File: config.mk
export PLATFORM = sky130hd
export DESIGN_NAME = fca_regs
export DESIGN_NICKNAME = d
export VERILOG_FILES = /design/src/logic/fca_abort.v /design/src/logic/fca_regs.v /design/src/logic/fca_unlock.v
export VERILOG_INCLUDE_DIRS = /design/src /design/src/logic
export SDC_FILE = /design/constraint.sdc
export NUM_CORES = 1
export LEC_CHECK = 0
export BUFFER_PORTS_ARGS = -buffer_cell sky130_fd_sc_hd__buf_2
export CELL_PAD_IN_SITES_DETAIL_PLACEMENT = 0
export CELL_PAD_IN_SITES_GLOBAL_PLACEMENT = 1
export CORE_MARGIN = 10
export CORE_UTILIZATION = 40
export CTS_CLUSTER_SIZE = 20
export DETAILED_ROUTE_END_ITERATION = 8
export GPL_TIMING_DRIVEN = 0
export PLACE_DENSITY = 0.91
export RECOVER_POWER = 100
export SYNTH_ARGS = -nofsm -noshare
export SYNTH_HDL_FRONTEND = slang
export SYNTH_HIERARCHICAL = 1
export SYNTH_SLANG_ARGS = --single-unit
File: constraint.sdc
create_clock -name clk_i -period 4.4 [get_ports clk_i]
set_input_delay 0.22 -clock clk_i [delete_from_list [all_inputs] [get_ports clk_i]]
set_output_delay 0.22 -clock clk_i [all_outputs]
set_load 0.01 [all_outputs]
File: src/logic/fca_map.vh
// Register map, field layout, reset values and key words for the flash auxiliary registers.
// Included by every design file of this block; definitions only.
`ifndef FCA_MAP_VH
`define FCA_MAP_VH

// Byte addresses on the register bus
`define FCA_ADR_PAGE0 32'h4001c010
`define FCA_ADR_PAGE1 32'h4001c018
`define FCA_ADR_KEY 32'h4001c020
`define FCA_ADR_SIG_LOW_FIELD 32'h4001c030
`define FCA_ADR_SIG_HIGH_FIELD 32'h4001c034
`define FCA_ADR_ABTL 32'h4001c048
`define FCA_ADR_ABTH 32'h4001c04c
`define FCA_ADR_AEN0 32'h4001c078
`define FCA_ADR_AEN1 32'h4001c07c
`define FCA_ADR_AEN2 32'h4001c080
`define FCA_ADR_AEN3 32'h4001c084

// Page address field
`define FCA_PAGE_MSB 13
`define FCA_PAGE_LSB 9
`define FCA_PAGE_W 5

// Abort enable layout
`define FCA_AEN3_W 13
`define FCA_IRQ_N 61

// Unlock key words, in order
`define FCA_KEY_FIRST 16'hf456
`define FCA_KEY_SECOND 16'hf123

// Reset values
`define FCA_RST_HALF 16'h0000
`define FCA_RST_PAGE 5'h00
`define FCA_RST_AEN3 13'h0000

`endif

File: src/logic/fca_abort.v
// Interrupt-driven abort detection for write, erase and signature operations.
// Assumes interrupt lines are synchronous levels in the system clock domain.
`timescale 1ns/1ps
`default_nettype none
`include "fca_map.vh"

module fca_abort #(
	parameter IRQ_N = `FCA_IRQ_N
)
(
	// System
	input wire clk_i,
	input wire rst_i,
	// Enables and request lines
	input wire [IRQ_N-1:0] aen_i,
	input wire [IRQ_N-1:0] irq_i,
	input wire op_active_i,
	// Abort event
	output wire trig_o,
	output reg abort_o
);

reg hit_prev_r;
wire hit_w;

// An enabled interrupt kills an operation in progress
assign hit_w = op_active_i & (|(aen_i & irq_i));
// Only the first cycle of a hit counts, so one abort per assertion
assign trig_o = hit_w & ~hit_prev_r;

always @(posedge clk_i)
begin
	if (rst_i)
	begin
		hit_prev_r <= 1'b0;
		abort_o <= 1'b0;
	end
	else
	begin
		hit_prev_r <= hit_w;
		abort_o <= trig_o;
	end
end

endmodule
`default_nettype wire

File: src/logic/fca_regs.v
// Auxiliary registers of the flash command controller, on a classic Wishbone slave.
// Assumes a 32-bit Wishbone master on the same clock and a controller that issues the commands.
// Interrupt lines and flash status inputs are taken as synchronous to clk_i.
// What this block does
// - Page address registers hold a writable five-bit page field at bits 13:9.
// - Page address bits 8:0 ignore writes and read zero.
// - Page address bits 15:14 are reserved and read zero.
// - Key register is write-only and always reads zero.
// - Lower signature register shows signature bits 15:0, read-only.
// - Upper signature register shows signature bits 31:16, read-only.
// - An aborted write captures its address; lower half writable, upper read-only.
// - A set abort enable lets its interrupt abort a write, erase or signature.
// - Enables for interrupts 0-47 fill three registers; 48-60 use bits 12:0.
// - Page, key, lower signature and abort enable registers reset to zero.
// - Mass erase and signature commands need the completed key unlock; interrupt aborts do not.
`timescale 1ns/1ps
`default_nettype none
`include "fca_map.vh"

module fca_regs #(
	parameter IRQ_N = `FCA_IRQ_N
)
(
	// System
	input wire clk_i,
	input wire rst_i,
	// Wishbone slave
	input wire [31:0] adr_i,
	input wire [31:0] dat_i,
	output reg [31:0] dat_o,
	input wire we_i,
	input wire [3:0] sel_i,
	input wire cyc_i,
	input wire stb_i,
	output reg ack_o,
	// Page addresses to the command engine
	output wire [4:0] first_page_addr_o,
	output wire [4:0] second_page_addr_o,
	// Protected command handshake
	input wire prot_req_i,
	output wire prot_ok_o,
	output wire unlocked_o,
	// Signature result
	input wire sig_load_i,
	input wire [31:0] sig_value_i,
	// Flash write in progress
	input wire write_active_i,
	input wire [31:0] write_addr_i,
	input wire op_active_i,
	// System interrupt lines and abort
	input wire [IRQ_N-1:0] irq_i,
	output wire abort_o
);

// Merges a 16-bit write into an old value, by byte lane
function [15:0] lane_merge;
	input [15:0] old_v;
	input [15:0] new_v;
	input [1:0] sel;
	begin
		lane_merge = old_v;
		if (sel[0])
			lane_merge[7:0] = new_v[7:0];
		if (sel[1])
			lane_merge[15:8] = new_v[15:8];
	end
endfunction

// Full 32-bit compare, so aliases of the block never answer
function adr_match;
	input [31:0] adr;
	input [31:0] base;
	begin
		adr_match = (adr == base);
	end
endfunction

// Places a page field at bits 13:9 of a halfword
function [15:0] page_view;
	input [4:0] pg;
	begin
		page_view = 16'h0000;
		page_view[`FCA_PAGE_MSB:`FCA_PAGE_LSB] = pg;
	end
endfunction

reg [4:0] page0_r;
reg [4:0] page1_r;
reg [15:0] sig_lo_r;
reg [15:0] sig_hi_r;
reg [15:0] abt_lo_r;
reg [15:0] abt_hi_r;
reg [15:0] aen0_r;
reg [15:0] aen1_r;
reg [15:0] aen2_r;
reg [12:0] aen3_r;

wire req_w;
wire wr_w;
wire [15:0] wdat_w;
wire [15:0] page_wr_w;
wire sel_page0_w;
wire sel_page1_w;
wire sel_key_w;
wire sel_sig_low_field_w;
wire sel_sig_high_field_w;
wire sel_abtl_w;
wire sel_abth_w;
wire sel_aen0_w;
wire sel_aen1_w;
wire sel_aen2_w;
wire sel_aen3_w;
wire key_wr_w;
wire abort_trig_w;
wire [IRQ_N-1:0] aen_all_w;
wire [15:0] aen3_wr_w;
reg [15:0] rdat_w;

// A request is taken once; ack falls in the cycle after it is given
assign req_w = cyc_i & stb_i & ~ack_o;
assign wr_w = req_w & we_i;
assign wdat_w = dat_i[15:0];

assign sel_page0_w = adr_match(adr_i, `FCA_ADR_PAGE0);
assign sel_page1_w = adr_match(adr_i, `FCA_ADR_PAGE1);
assign sel_key_w = adr_match(adr_i, `FCA_ADR_KEY);
assign sel_sig_low_field_w = adr_match(adr_i, `FCA_ADR_SIG_LOW_FIELD);
assign sel_sig_high_field_w = adr_match(adr_i, `FCA_ADR_SIG_HIGH_FIELD);
assign sel_abtl_w = adr_match(adr_i, `FCA_ADR_ABTL);
assign sel_abth_w = adr_match(adr_i, `FCA_ADR_ABTH);
assign sel_aen0_w = adr_match(adr_i, `FCA_ADR_AEN0);
assign sel_aen1_w = adr_match(adr_i, `FCA_ADR_AEN1);
assign sel_aen2_w = adr_match(adr_i, `FCA_ADR_AEN2);
assign sel_aen3_w = adr_match(adr_i, `FCA_ADR_AEN3);

// The key register has no storage; the unlock state lives in the sequencer
// Key words count only when both low lanes are written, so a split word cannot half-match
assign key_wr_w = wr_w & sel_key_w & sel_i[0] & sel_i[1];

assign first_page_addr_o = page0_r;
assign second_page_addr_o = page1_r;

assign aen_all_w = {aen3_r, aen2_r, aen1_r, aen0_r};

// Page write value; only bits 13:9 survive
assign page_wr_w = wdat_w;

// Reserved bits 15:13 are merged as zero and then dropped
assign aen3_wr_w = lane_merge({3'h0, aen3_r}, wdat_w, sel_i[1:0]);

fca_unlock u_unlock
(
	.clk_i(clk_i),
	.rst_i(rst_i),
	.key_wr_i(key_wr_w),
	.key_val_i(wdat_w),
	.prot_req_i(prot_req_i),
	.prot_ok_o(prot_ok_o),
	.unlocked_o(unlocked_o)
);

fca_abort #(
	.IRQ_N(IRQ_N)
) u_abort
(
	.clk_i(clk_i),
	.rst_i(rst_i),
	.aen_i(aen_all_w),
	.irq_i(irq_i),
	.op_active_i(op_active_i),
	.trig_o(abort_trig_w),
	.abort_o(abort_o)
);

// Read mux; unmapped addresses and write-only locations read zero
// Page reads rebuild the byte-address view, so software reads back the bits 13:9 it wrote
always @*
begin
	rdat_w = 16'h0000;
	if (sel_page0_w)
		rdat_w = page_view(page0_r);
	else if (sel_page1_w)
		rdat_w = page_view(page1_r);
	else if (sel_key_w)
		rdat_w = 16'h0000;
	else if (sel_sig_low_field_w)
		rdat_w = sig_lo_r;
	else if (sel_sig_high_field_w)
		rdat_w = sig_hi_r;
	else if (sel_abtl_w)
		rdat_w = abt_lo_r;
	else if (sel_abth_w)
		rdat_w = abt_hi_r;
	else if (sel_aen0_w)
		rdat_w = aen0_r;
	else if (sel_aen1_w)
		rdat_w = aen1_r;
	else if (sel_aen2_w)
		rdat_w = aen2_r;
	else if (sel_aen3_w)
		rdat_w = {3'h0, aen3_r};
end

// Bus handshake and read data
// Ack is registered: each access costs two edges, but decode stays off the ack path
// Read data changes only on reads, so a write never disturbs the last value
always @(posedge clk_i)
begin
	if (rst_i)
	begin
		ack_o <= 1'b0;
		dat_o <= 32'h00000000;
	end
	else
	begin
		ack_o <= req_w;
		if (req_w && !we_i)
			dat_o <= {16'h0000, rdat_w};
	end
end

// Page address registers
always @(posedge clk_i)
begin
	if (rst_i)
	begin
		page0_r <= `FCA_RST_PAGE;
		page1_r <= `FCA_RST_PAGE;
	end
	else if (wr_w && sel_i[1])
	begin
		// Bits 13:9 live in the upper lane; lower-lane bits are dropped
		if (sel_page0_w)
			page0_r <= page_wr_w[`FCA_PAGE_MSB:`FCA_PAGE_LSB];
		else if (sel_page1_w)
			page1_r <= page_wr_w[`FCA_PAGE_MSB:`FCA_PAGE_LSB];
	end
end

// Signature result, loaded by the command engine when a signature completes
// The upper half has no defined reset value; zero keeps early reads deterministic
always @(posedge clk_i)
begin
	if (rst_i)
	begin
		sig_lo_r <= `FCA_RST_HALF;
		sig_hi_r <= `FCA_RST_HALF;
	end
	else if (sig_load_i)
	begin
		sig_lo_r <= sig_value_i[15:0];
		sig_hi_r <= sig_value_i[31:16];
	end
end

// Abort address; a capture beats a software write in the same cycle
// The upper half is loaded only by a capture, never by software
always @(posedge clk_i)
begin
	if (rst_i)
	begin
		abt_lo_r <= `FCA_RST_HALF;
		abt_hi_r <= `FCA_RST_HALF;
	end
	else if (abort_trig_w && write_active_i)
	begin
		abt_lo_r <= write_addr_i[15:0];
		abt_hi_r <= write_addr_i[31:16];
	end
	else if (wr_w && sel_abtl_w)
	begin
		abt_lo_r <= lane_merge(abt_lo_r, wdat_w, sel_i[1:0]);
	end
end

// Abort enable registers
// Lanes merge, so a byte write leaves the other enables untouched
always @(posedge clk_i)
begin
	if (rst_i)
	begin
		aen0_r <= `FCA_RST_HALF;
		aen1_r <= `FCA_RST_HALF;
		aen2_r <= `FCA_RST_HALF;
		aen3_r <= `FCA_RST_AEN3;
	end
	else if (wr_w)
	begin
		if (sel_aen0_w)
			aen0_r <= lane_merge(aen0_r, wdat_w, sel_i[1:0]);
		else if (sel_aen1_w)
			aen1_r <= lane_merge(aen1_r, wdat_w, sel_i[1:0]);
		else if (sel_aen2_w)
			aen2_r <= lane_merge(aen2_r, wdat_w, sel_i[1:0]);
		else if (sel_aen3_w)
			aen3_r <= aen3_wr_w[`FCA_AEN3_W-1:0];
	end
end

endmodule
`default_nettype wire

File: src/logic/fca_unlock.v
// Two-step key unlock for protected flash commands.
// Assumes key writes arrive as single-cycle strobes from the register slave.
`timescale 1ns/1ps
`default_nettype none
`include "fca_map.vh"

module fca_unlock
(
	// System
	input wire clk_i,
	input wire rst_i,
	// Key write strobe from the register slave
	input wire key_wr_i,
	input wire [15:0] key_val_i,
	// Protected command handshake
	input wire prot_req_i,
	output wire prot_ok_o,
	output wire unlocked_o
);

localparam ST_LOCKED = 3'b001;
localparam ST_HALF = 3'b010;
localparam ST_OPEN = 3'b100;

reg [2:0] state_r;
reg [2:0] state_nxt;

// A protected command is taken only while unlocked
assign prot_ok_o = prot_req_i & (state_r == ST_OPEN);
assign unlocked_o = (state_r == ST_OPEN);

always @*
begin
	state_nxt = state_r;
	case (state_r)
		ST_LOCKED:
		begin
			if (key_wr_i && key_val_i == `FCA_KEY_FIRST)
				state_nxt = ST_HALF;
		end
		ST_HALF:
		begin
			// Any other value cancels; a repeated first key restarts the sequence
			if (key_wr_i)
			begin
				if (key_val_i == `FCA_KEY_SECOND)
					state_nxt = ST_OPEN;
				else if (key_val_i == `FCA_KEY_FIRST)
					state_nxt = ST_HALF;
				else
					state_nxt = ST_LOCKED;
			end
		end
		ST_OPEN:
		begin
			// A key write overrides consumption in the same cycle
			if (key_wr_i)
				state_nxt = (key_val_i == `FCA_KEY_FIRST) ? ST_HALF : ST_LOCKED;
			else if (prot_req_i)
				state_nxt = ST_LOCKED;
		end
		default:
		begin
			state_nxt = ST_LOCKED;
		end
	endcase
end

always @(posedge clk_i)
begin
	if (rst_i)
		state_r <= ST_LOCKED;
	else
		state_r <= state_nxt;
end

endmodule
`default_nettype wire

# Word level (Yosys, flattened, before mapping)
# Index checks and enable logic that the tools add are counted.
# classes
n_mul	0
eq_ne	19
div_mod_pow	0
bitwise	16
n_addsub	0
muxes	22
magnitude_cmp	0
shifts	0
n_reduce_logical	23
# op_table
cell	n
equality test 32 x 31 -> 1 bit (second input constant)	11
two-way mux 16 bit	12
AND 61 bit	1
OR reduction 61 bit	1
equality test 16 bit (second input constant)	2
two-way mux 8 bit	2
two-way mux 3 bit	5
two-way mux 13 bit	1
AND reduction 3 bit	4
AND reduction 6 bit	2
AND reduction 5 bit	2
AND 1 bit	9
case mux 3 bit (3 select lines)	1
AND reduction 4 bit	2
NOT 1 bit	6
AND reduction 2 bit	3
nonzero test 2 bit	3
logical AND 1 bit	5
!= test 2 x 1 -> 1 bit (second input constant)	2
equality test 3 x 1 -> 1 bit (second input constant)	1
equality test 3 x 2 -> 1 bit (second input constant)	1
equality test 3 bit (second input constant)	1
!= test 3 x 2 -> 1 bit (second input constant)	1
two-way mux 2 bit	1
logical NOT 1 bit	1
# totals
latchBits	0
mem_bits_ro	0
word_cells	100
out_inout_bits	46
regBits	157
in_bits	202
ram_bits	0
mem_count	0

# Depth between registers and ports, before layout
# Gate-level depths: netlist (run 1).
# logic_depth
ltp_word	12
depth_mapped	11
ltp_nobuf	9

# Hierarchy
# The synthesis (run 1) kept the hierarchy.
# modules_own_cells
module	cells_each	area_per_inst_um2	n_inst
fca_regs	823	7060.5	1
fca_abort	41	416.6	1
fca_unlock	37	337.8	1

# Worst setup path after synthesis (run 1)
# No wires, ideal clock.
# synth_timing
kind	input-to-reg
start	in adr_i[17]
end	reg u_unlock.state_r[2]
required_ps	4280
setup_time_ps	120
slack_ps	1946
arrival_ps	2334
stages	10
path_cell_list	nor4b_1 nand4_1 or2_1 buf_6 buf_6 buf_1 nor3_1 nor2_1 and3b_1 o31a_1
# synth_via
elab_chain_len	7
word_cells_on_any_way	11
# synth_lines
element	line_no	source
start, declared	fca_regs.v:28	input wire [31:0] adr_i,
equality test 32 x 31 -> 1 bit (*)	fca_regs.v:74	adr_match = (adr == base);
AND 1 bit (*) (3 in series)	fca_regs.v:138	assign key_wr_w = wr_w & sel_key_w & sel_i[0] & sel_i[1];
net key_wr_w	fca_regs.v:113	wire key_wr_w;
logical AND 1 bit (no source line)	--	
!= test 2 x 1 -> 1 bit (no source line)	--	
AND reduction 3 bit (no source line)	--	
end signal, assigned	fca_unlock.v:74	state_r <= state_nxt;
end, declared	fca_unlock.v:25	reg [2:0] state_r;
# The timed path passes the listed nets; every way through them passes the cells marked *.
# A chain may end at the register's enable or synchronous reset.

# Final worst setup path (run 1)
# layout_timing
start	in adr_i[25]
end	reg aen2_r[4]
# layout_via
elab_chain_len	3
word_cells_on_any_way	6
# layout_lines
element	line_no	source
equality test 32 x 31 -> 1 bit	fca_regs.v:74	
NOT 1 bit (no source line)	--	
AND reduction 5 bit (no source line) (*)	--	
end signal, assigned	fca_regs.v:284	aen2_r <= `FCA_RST_HALF;
end signal, assigned	fca_regs.v:294	aen2_r <= lane_merge(aen2_r, wdat_w, sel_i[1:0]);
end, declared	fca_regs.v:95	reg [15:0] aen2_r;
# Mark *: on every way between the ends. The rest lies on a longest branch, timed or not.

==> flow_summary.ini, run 1 <==
[synthesis]
synthArstFlopShare_pct = 0
synth_area_leaders = dfxtp_1 (40%), mux2i_1 (12%), nor2_1 (6.0%)
ys_seq_elements = 157
synth_top_area_cell = dfxtp_1
synthCells = 901
synth_edf_count = 0
ys_warn_count = 6
ys.flop_type = dfxtp_1
yosysSeqAreaShare_pct = 40.2
syn_area_per_cell_um2 = 8.67
syn_area_um2 = 7810
synth_cell_types = 69
post-synth-top-area-fraction_pct = 40.2

[layout]
multiInputGateArea_um2 = 4230
fin_util_pct = 50.0
antennaDiodeCount = 0
final_area_um2 = 9670
syn2layout_area_growth_pct = 23.7
nets = 1346
final_layout_size_suffix_gt1_share_pct = 22.6
fillers = 1992
final-seq-area_um2 = 3140

[routing]
drcViolationCount = 0
drt-wirelength-per-cell_um = 22.1
via_per_inst = 5.70
wl_mm = 31.4
drt-pass1-iter-count = 5
drtIter0Drc = 861
vias = 8101
ant_nets = 0

[setup_path]
cp_slowest_cell = nor3_1
ff2ff_path_depth = 9
path_cells = buf_2 -> nor4_1 -> nand4_1 -> or2_0 -> clkbuf_1 -> clkbuf_1 -> nor3_1 -> mux2i_1 -> nor2_1
path_max_fanout = 10
worstReg2RegStart = aen0_r[0]
reg2reg_to = abt_lo_r[11]
start_kind = input port
crit_required_ps = 4690
cp.arrival_ps = 3810
critPathBufInv = 3
cpMostUsedCell = clkbuf_1
reg2reg_setup_slack_ps = 1240
critPathTopFamily = simple AND/OR/NAND/NOR gates
cpPeakStageDelay_ps = 1590
endpoint_kind = register
path_class = in2reg

[min_path]
min_from = write_addr_i[21]
holdCritPathClass = in2reg
holdPathEnd = abt_hi_r[5]
min_path_cells = 3

[clock_tree]
postCtsSetupBuffers = 0
clkTransAtPathRegs_ps = 70
clk_latency_ps = 440
root_buffer = clkbuf_16
clock_path_buffers = 2
htree_levels = 4
cts_tree = built
cts.sinks = 157
cts-buffers-inserted = 17
cts_resized = 0
hold_buffers = 0

[grt]
grt_pass1_wl_mm = 46.9
grt_usage_pct = 23.4
first_global_vias = 8025
gr-total-overflow = 0
antenna_found_initial = 0
grt_start_max_net_pins = 17

[pwr]
powerDensity_nw_per_um2 = 327
p_leak_uw = 0.00376
ir_worst_vdd_mv = 0.267

[timing]
worst_pin_slew_ps = 1990
slew_violations = 36
max-slew-margin-rel_pct = -33.5
fin_crit_ps = 3520
tns_ps = 0
hold_violations = 0
setup_viol = 0
skew_ps = 7.57
rsz0062_at_grt = no
period_share_pct = 80.1
hold_ws_ps = 15.7
fmax_ghz = 0.284

[floorplanning]
initial_utilization_pct = 40.4
coreArea_um2 = 19300
ios = 248
die_area_um2 = 25500
rows = 51
die_w_um = 160
die_h_um = 160

[placed_design]
io_buffer_count = 209
place_congestion = 0.973
dpl-instance-area_um2 = 9250
dpl.hpwl_mm = 24.7

[outcome]
status = complete, but fails checks
violations = max-capacitance violations, max-slew violations

[flow_run]
maxCapViolations = 4
-- flip-flops by register name, indices dropped and copies added, names as in the netlist --
| register | count |
|---|---|
| abt_hi_r | 16 |
| abt_lo_r | 16 |
| aen0_r | 16 |
| aen1_r | 16 |
| aen2_r | 16 |
| dat_o | 16 |
| sig_hi_r | 16 |
| sig_lo_r | 16 |
| aen3_r | 13 |
| first_page_addr_o | 5 |
| second_page_addr_o | 5 |
| u_unlock/state_r | 3 |
| ack_o | 1 |
| u_abort/abort_o | 1 |
| u_abort/hit_prev_r | 1 |
-- worst register-to-register path: cells and delay by family (launching register included) --
family                 cells  cell delay, ps
DFF                        1             370
AOI/OAI and AO/OA          4            1100
buffers and inverters      1             290
and+or+nand+nor            4            1290
-- metal layers --
layer | up-vias | routed length (µm) | GRT usage (%)
met4 | 0 | 1130 | 10.3
met2 | 450 | 14500 | 37.9
met3 | 71 | 2970 | 5.68
met5 | - | 0 | 0
li1 | 3757 | - | -
met1 | 3823 | 12700 | 29.1
-- cell families after synthesis --
| logic type | share of synthesized area [%] |
|---|---|
| and+or+nand+nor | 22.6 |
| AOI/OAI and AO/OA | 19.0 |
| DFF | 40.2 |
| muxes | 13.1 |
| buffers and inverters | 5.06 |
| other | 0.0480 |
-- per-stage QoR --
step           instances  setup WS [ps]  power, µW
2_1_floorplan        916           1950       1590
3_3_place_gp        1390            879       1740
3_5_place_dp        1390            901       1750
4_1_cts             1422           1360       3160
5_1_grt             1422            761       3250
6_report            1422            878       3160
-- where the power goes --
group	internal (µW)	switching, µW
Clock	801	641
Combinational	110	157
Sequential	1440	12.4
Total	2350	810
-- cell usage in the layout, fill, tap and decap left out, types with 16 or more instances in the layout --
master / netlist / routed
conb_1: 1 / 16
clkbuf_1: 38 / 76
mux2i_1: 90 / 90
dfxtp_1: 157 / 157
nand2_1: 120 / 120
buf_4: 16 / 16
nor2_1: 125 / 125
a22oi_1: 16 / 16
nor3_1: 21 / 28
buf_2: 7 / 183
a21oi_1: 82 / 82
clkbuf_16: 0 / 17
a311oi_1: 17 / 17
-- cells in the mapped netlist, drive strengths merged, types with 2 or more instances --
cell and count:
nand2 120, or2 2, nand4b 3, a22o 15, a31o 2, mux2i 90
and3 5, or4 2, a221oi 20, o22ai 11, inv 4, nand2b 5
nor3 29, buf 37, or4b 2, a311oi 17, nand3 11, nor4 12
dfxtp 157, o21ai 11, a211oi 8, nand3b 2, and4b 2, nor4b 4
and2 6, mux2 11, nor2b 2, nor2 125, a2111oi 2, clkbuf 38
a21oi 82, or3 3, nor3b 3, a22oi 16, and3b 6, o221ai 9
o31ai 2, nand4 10
-- layout make-up --
| type | instances | area share, % |
|---|---|---|
| Tap cell | 265 | 3.43 |
| Inverter | 4 | 0.155 |
| Clock buffer | 18 | 4.54 |
| Sequential cell | 157 | 32.5 |
| Clock inverter | 14 | 1.38 |
| Buffer | 75 | 3.75 |
| Timing Repair Buffer | 209 | 10.4 |
| Multi-Input combinational cell | 680 | 43.8 |
-- how the worst max path moves through the flow --
stage / startpoint / to / slack [ps] / cells after the start
after floorplan: adr_i[17] / u_unlock/state_r[2] / 1950 / 10
after global placement: adr_i[25] / u_unlock/state_r[2] / 880 / 11
after detailed placement: adr_i[25] / u_unlock/state_r[2] / 900 / 11
after CTS: adr_i[25] / u_unlock/state_r[2] / 1360 / 11
after global routing: adr_i[25] / aen2_r[4] / 760 / 9
final: adr_i[25] / aen2_r[4] / 880 / 9
(Power assumes the default switching activity.)
==> inputs of run 2 (changes only) <==
--- a/config.mk
+++ b/config.mk
@@ -10,11 +10,11 @@
 export CELL_PAD_IN_SITES_DETAIL_PLACEMENT = 0
 export CELL_PAD_IN_SITES_GLOBAL_PLACEMENT = 1
 export CORE_MARGIN = 10
-export CORE_UTILIZATION = 40
+export CORE_UTILIZATION = 38
 export CTS_CLUSTER_SIZE = 20
 export DETAILED_ROUTE_END_ITERATION = 8
 export GPL_TIMING_DRIVEN = 0
-export PLACE_DENSITY = 0.91
+export PLACE_DENSITY = 0.87
 export RECOVER_POWER = 100
 export SYNTH_ARGS = -nofsm -noshare
 export SYNTH_HDL_FRONTEND = slang
==> constraint.sdc (replaced) <==
create_clock -name clk_i -period 3.3 [get_ports clk_i]
set_input_delay 0.165 -clock clk_i [delete_from_list [all_inputs] [get_ports clk_i]]
set_output_delay 0.165 -clock clk_i [all_outputs]
set_load 0.01 [all_outputs]
==> run 2 against run 1 <==
Compared with the run above: the flow still finishes with violations (max-capacitance violations, max-slew violations); via count rose by 0.60%; sequential power rose by 34%; clock power rose by 49%; worst hold slack got worse by 10 ps; combinational power rose by 49%.
==> flow_summary.ini, run 2 (synthesized netlist as in run 1, its figures left out) <==
[floorplanning]
rows = 52
coreArea_um2 = 20200
die_area_um2 = 26700
ios = 248
die_w_um = 163
initial_utilization_pct = 38.6
die_h_um = 163

[setup_path]
start_kind = register
cpPeakStageDelay_ps = 600
path_class = reg2reg
path_max_fanout = 10
path_cells = a22o_1 -> a221oi_2 -> nand4_1 -> or4_4 -> and3b_1 -> nand2_1 -> clkbuf_1 -> nand2_1 -> a311oi_1
endpoint_kind = register
cp_slowest_cell = or4_4
cp.arrival_ps = 3360
cpMostUsedCell = nand2_1
crit_required_ps = 3630

[timing]
max-slew-margin-rel_pct = -20.2
setup_viol = 0
tns_ps = 0
period_share_pct = 91.8
setup_ws_ps = 270
fin_crit_ps = 3030
fmax_ghz = 0.330
slew_violations = 27
worst_pin_slew_ps = 1790
rsz0062_at_grt = no
hold_violations = 0
skew_ps = 6.46
hold_ws_ps = 5.70

[outcome]
status = complete, but fails checks
violations = max-capacitance violations, max-slew violations

[clock_tree]
postCtsSetupBuffers = 0
hold_buffers = 44
cts-buffers-inserted = 17
cts.sinks = 157
clk_latency_ps = 430
htree_levels = 4
root_buffer = clkbuf_16
cts_resized = 0
clkTransAtPathRegs_ps = 60
clock_path_buffers = 2
cts_tree = built

[layout]
fin_util_pct = 50.5
antennaDiodeCount = 0
final_layout_size_suffix_gt1_share_pct = 22.1
syn2layout_area_growth_pct = 30.7
nets = 1391
final_cell_mix = buf_2 (182), dfxtp_1 (157), nor2_1 (125)
final_common_cell = buf_2
final_cells = 1472

[grt]
gr-total-overflow = 0
grt_pass1_wl_mm = 47.3
grt_usage_pct = 22.9
antenna_found_initial = 0
first_global_vias = 8154
grt_start_max_net_pins = 17

[pwr]
ir_worst_vdd_mv = 0.312
powerDensity_nw_per_um2 = 438
p_leak_uw = 0.00399

[routing]
drt-wirelength-per-cell_um = 21.5
vias = 8150
wl_mm = 31.6
drt-pass1-iter-count = 6
drcViolationCount = 0
ant_nets = 0
via_per_inst = 5.54
drtIter0Drc = 663

[flow_run]
maxCapViolations = 3

[placed_design]
dp_slack_ps = -78.5
io_buffer_count = 209
place_congestion = 0.988
dpl.hpwl_mm = 24.8
placed_cells = 1395

[min_path]
holdCritPathClass = in2reg
## run 2: report_power, final
part           leakage (µW)  internal, µW  switching [µW]
registers           0.00127          1920            16.4
logic               0.00241           181             215
clock network      0.000310          1310             826
total               0.00399          3410            1060
## run 2: final timing paths
| check | from | end | slack [ps] | cells past startpoint |
|---|---|---|---|---|
| setup reg to reg | aen0_r[11] | abt_lo_r[0] | 270 | 9 |
| hold reg to reg | abt_hi_r[8] | abt_hi_r[8] | 460 | 2 |
| setup / recovery | aen0_r[11] | abt_lo_r[0] | 270 | 9 |
| hold / removal | write_addr_i[3] | abt_lo_r[3] | 6 | 3 |
## run 2: per-layer routing
layer	GRT usage [%]	vias up	wire length [µm]
met4	8.61	0	969
met5	0	-	0
met1	28.0	3828	12700
li1	-	3844	-
met2	37.2	416	14800
met3	6.97	62	3090
## run 2: metrics by stage
stage                     power (µW)  instance area [µm²]
after floorplan                 2130                 7870
after global placement          2320                 9260
after detailed placement        2330                 9260
after CTS                       4470                10300
after global routing            4590                10200
final                           4470                10200
## run 2: final cells by class
| type | count | area, µm² |
|---|---|---|
| clock inverters | 13 | 185 |
| inverters | 4 | 15.0 |
| clock buffers | 19 | 453 |
| multi-input cells | 680 | 4240 |
| well taps | 270 | 338 |
| plain buffers | 75 | 378 |
| repair buffers | 254 | 1460 |
| flip-flops and latches | 157 | 3140 |
| fillers | 2003 | 10000 |
## run 2: worst max-delay path: cells and delay by family (launching register included)
family,cells,cell delay [ps]
AND/OR/NAND/NOR,5,1360
buffers and inverters,1,430
flip-flops,1,360
AO/OA/AOI/OAI,3,790
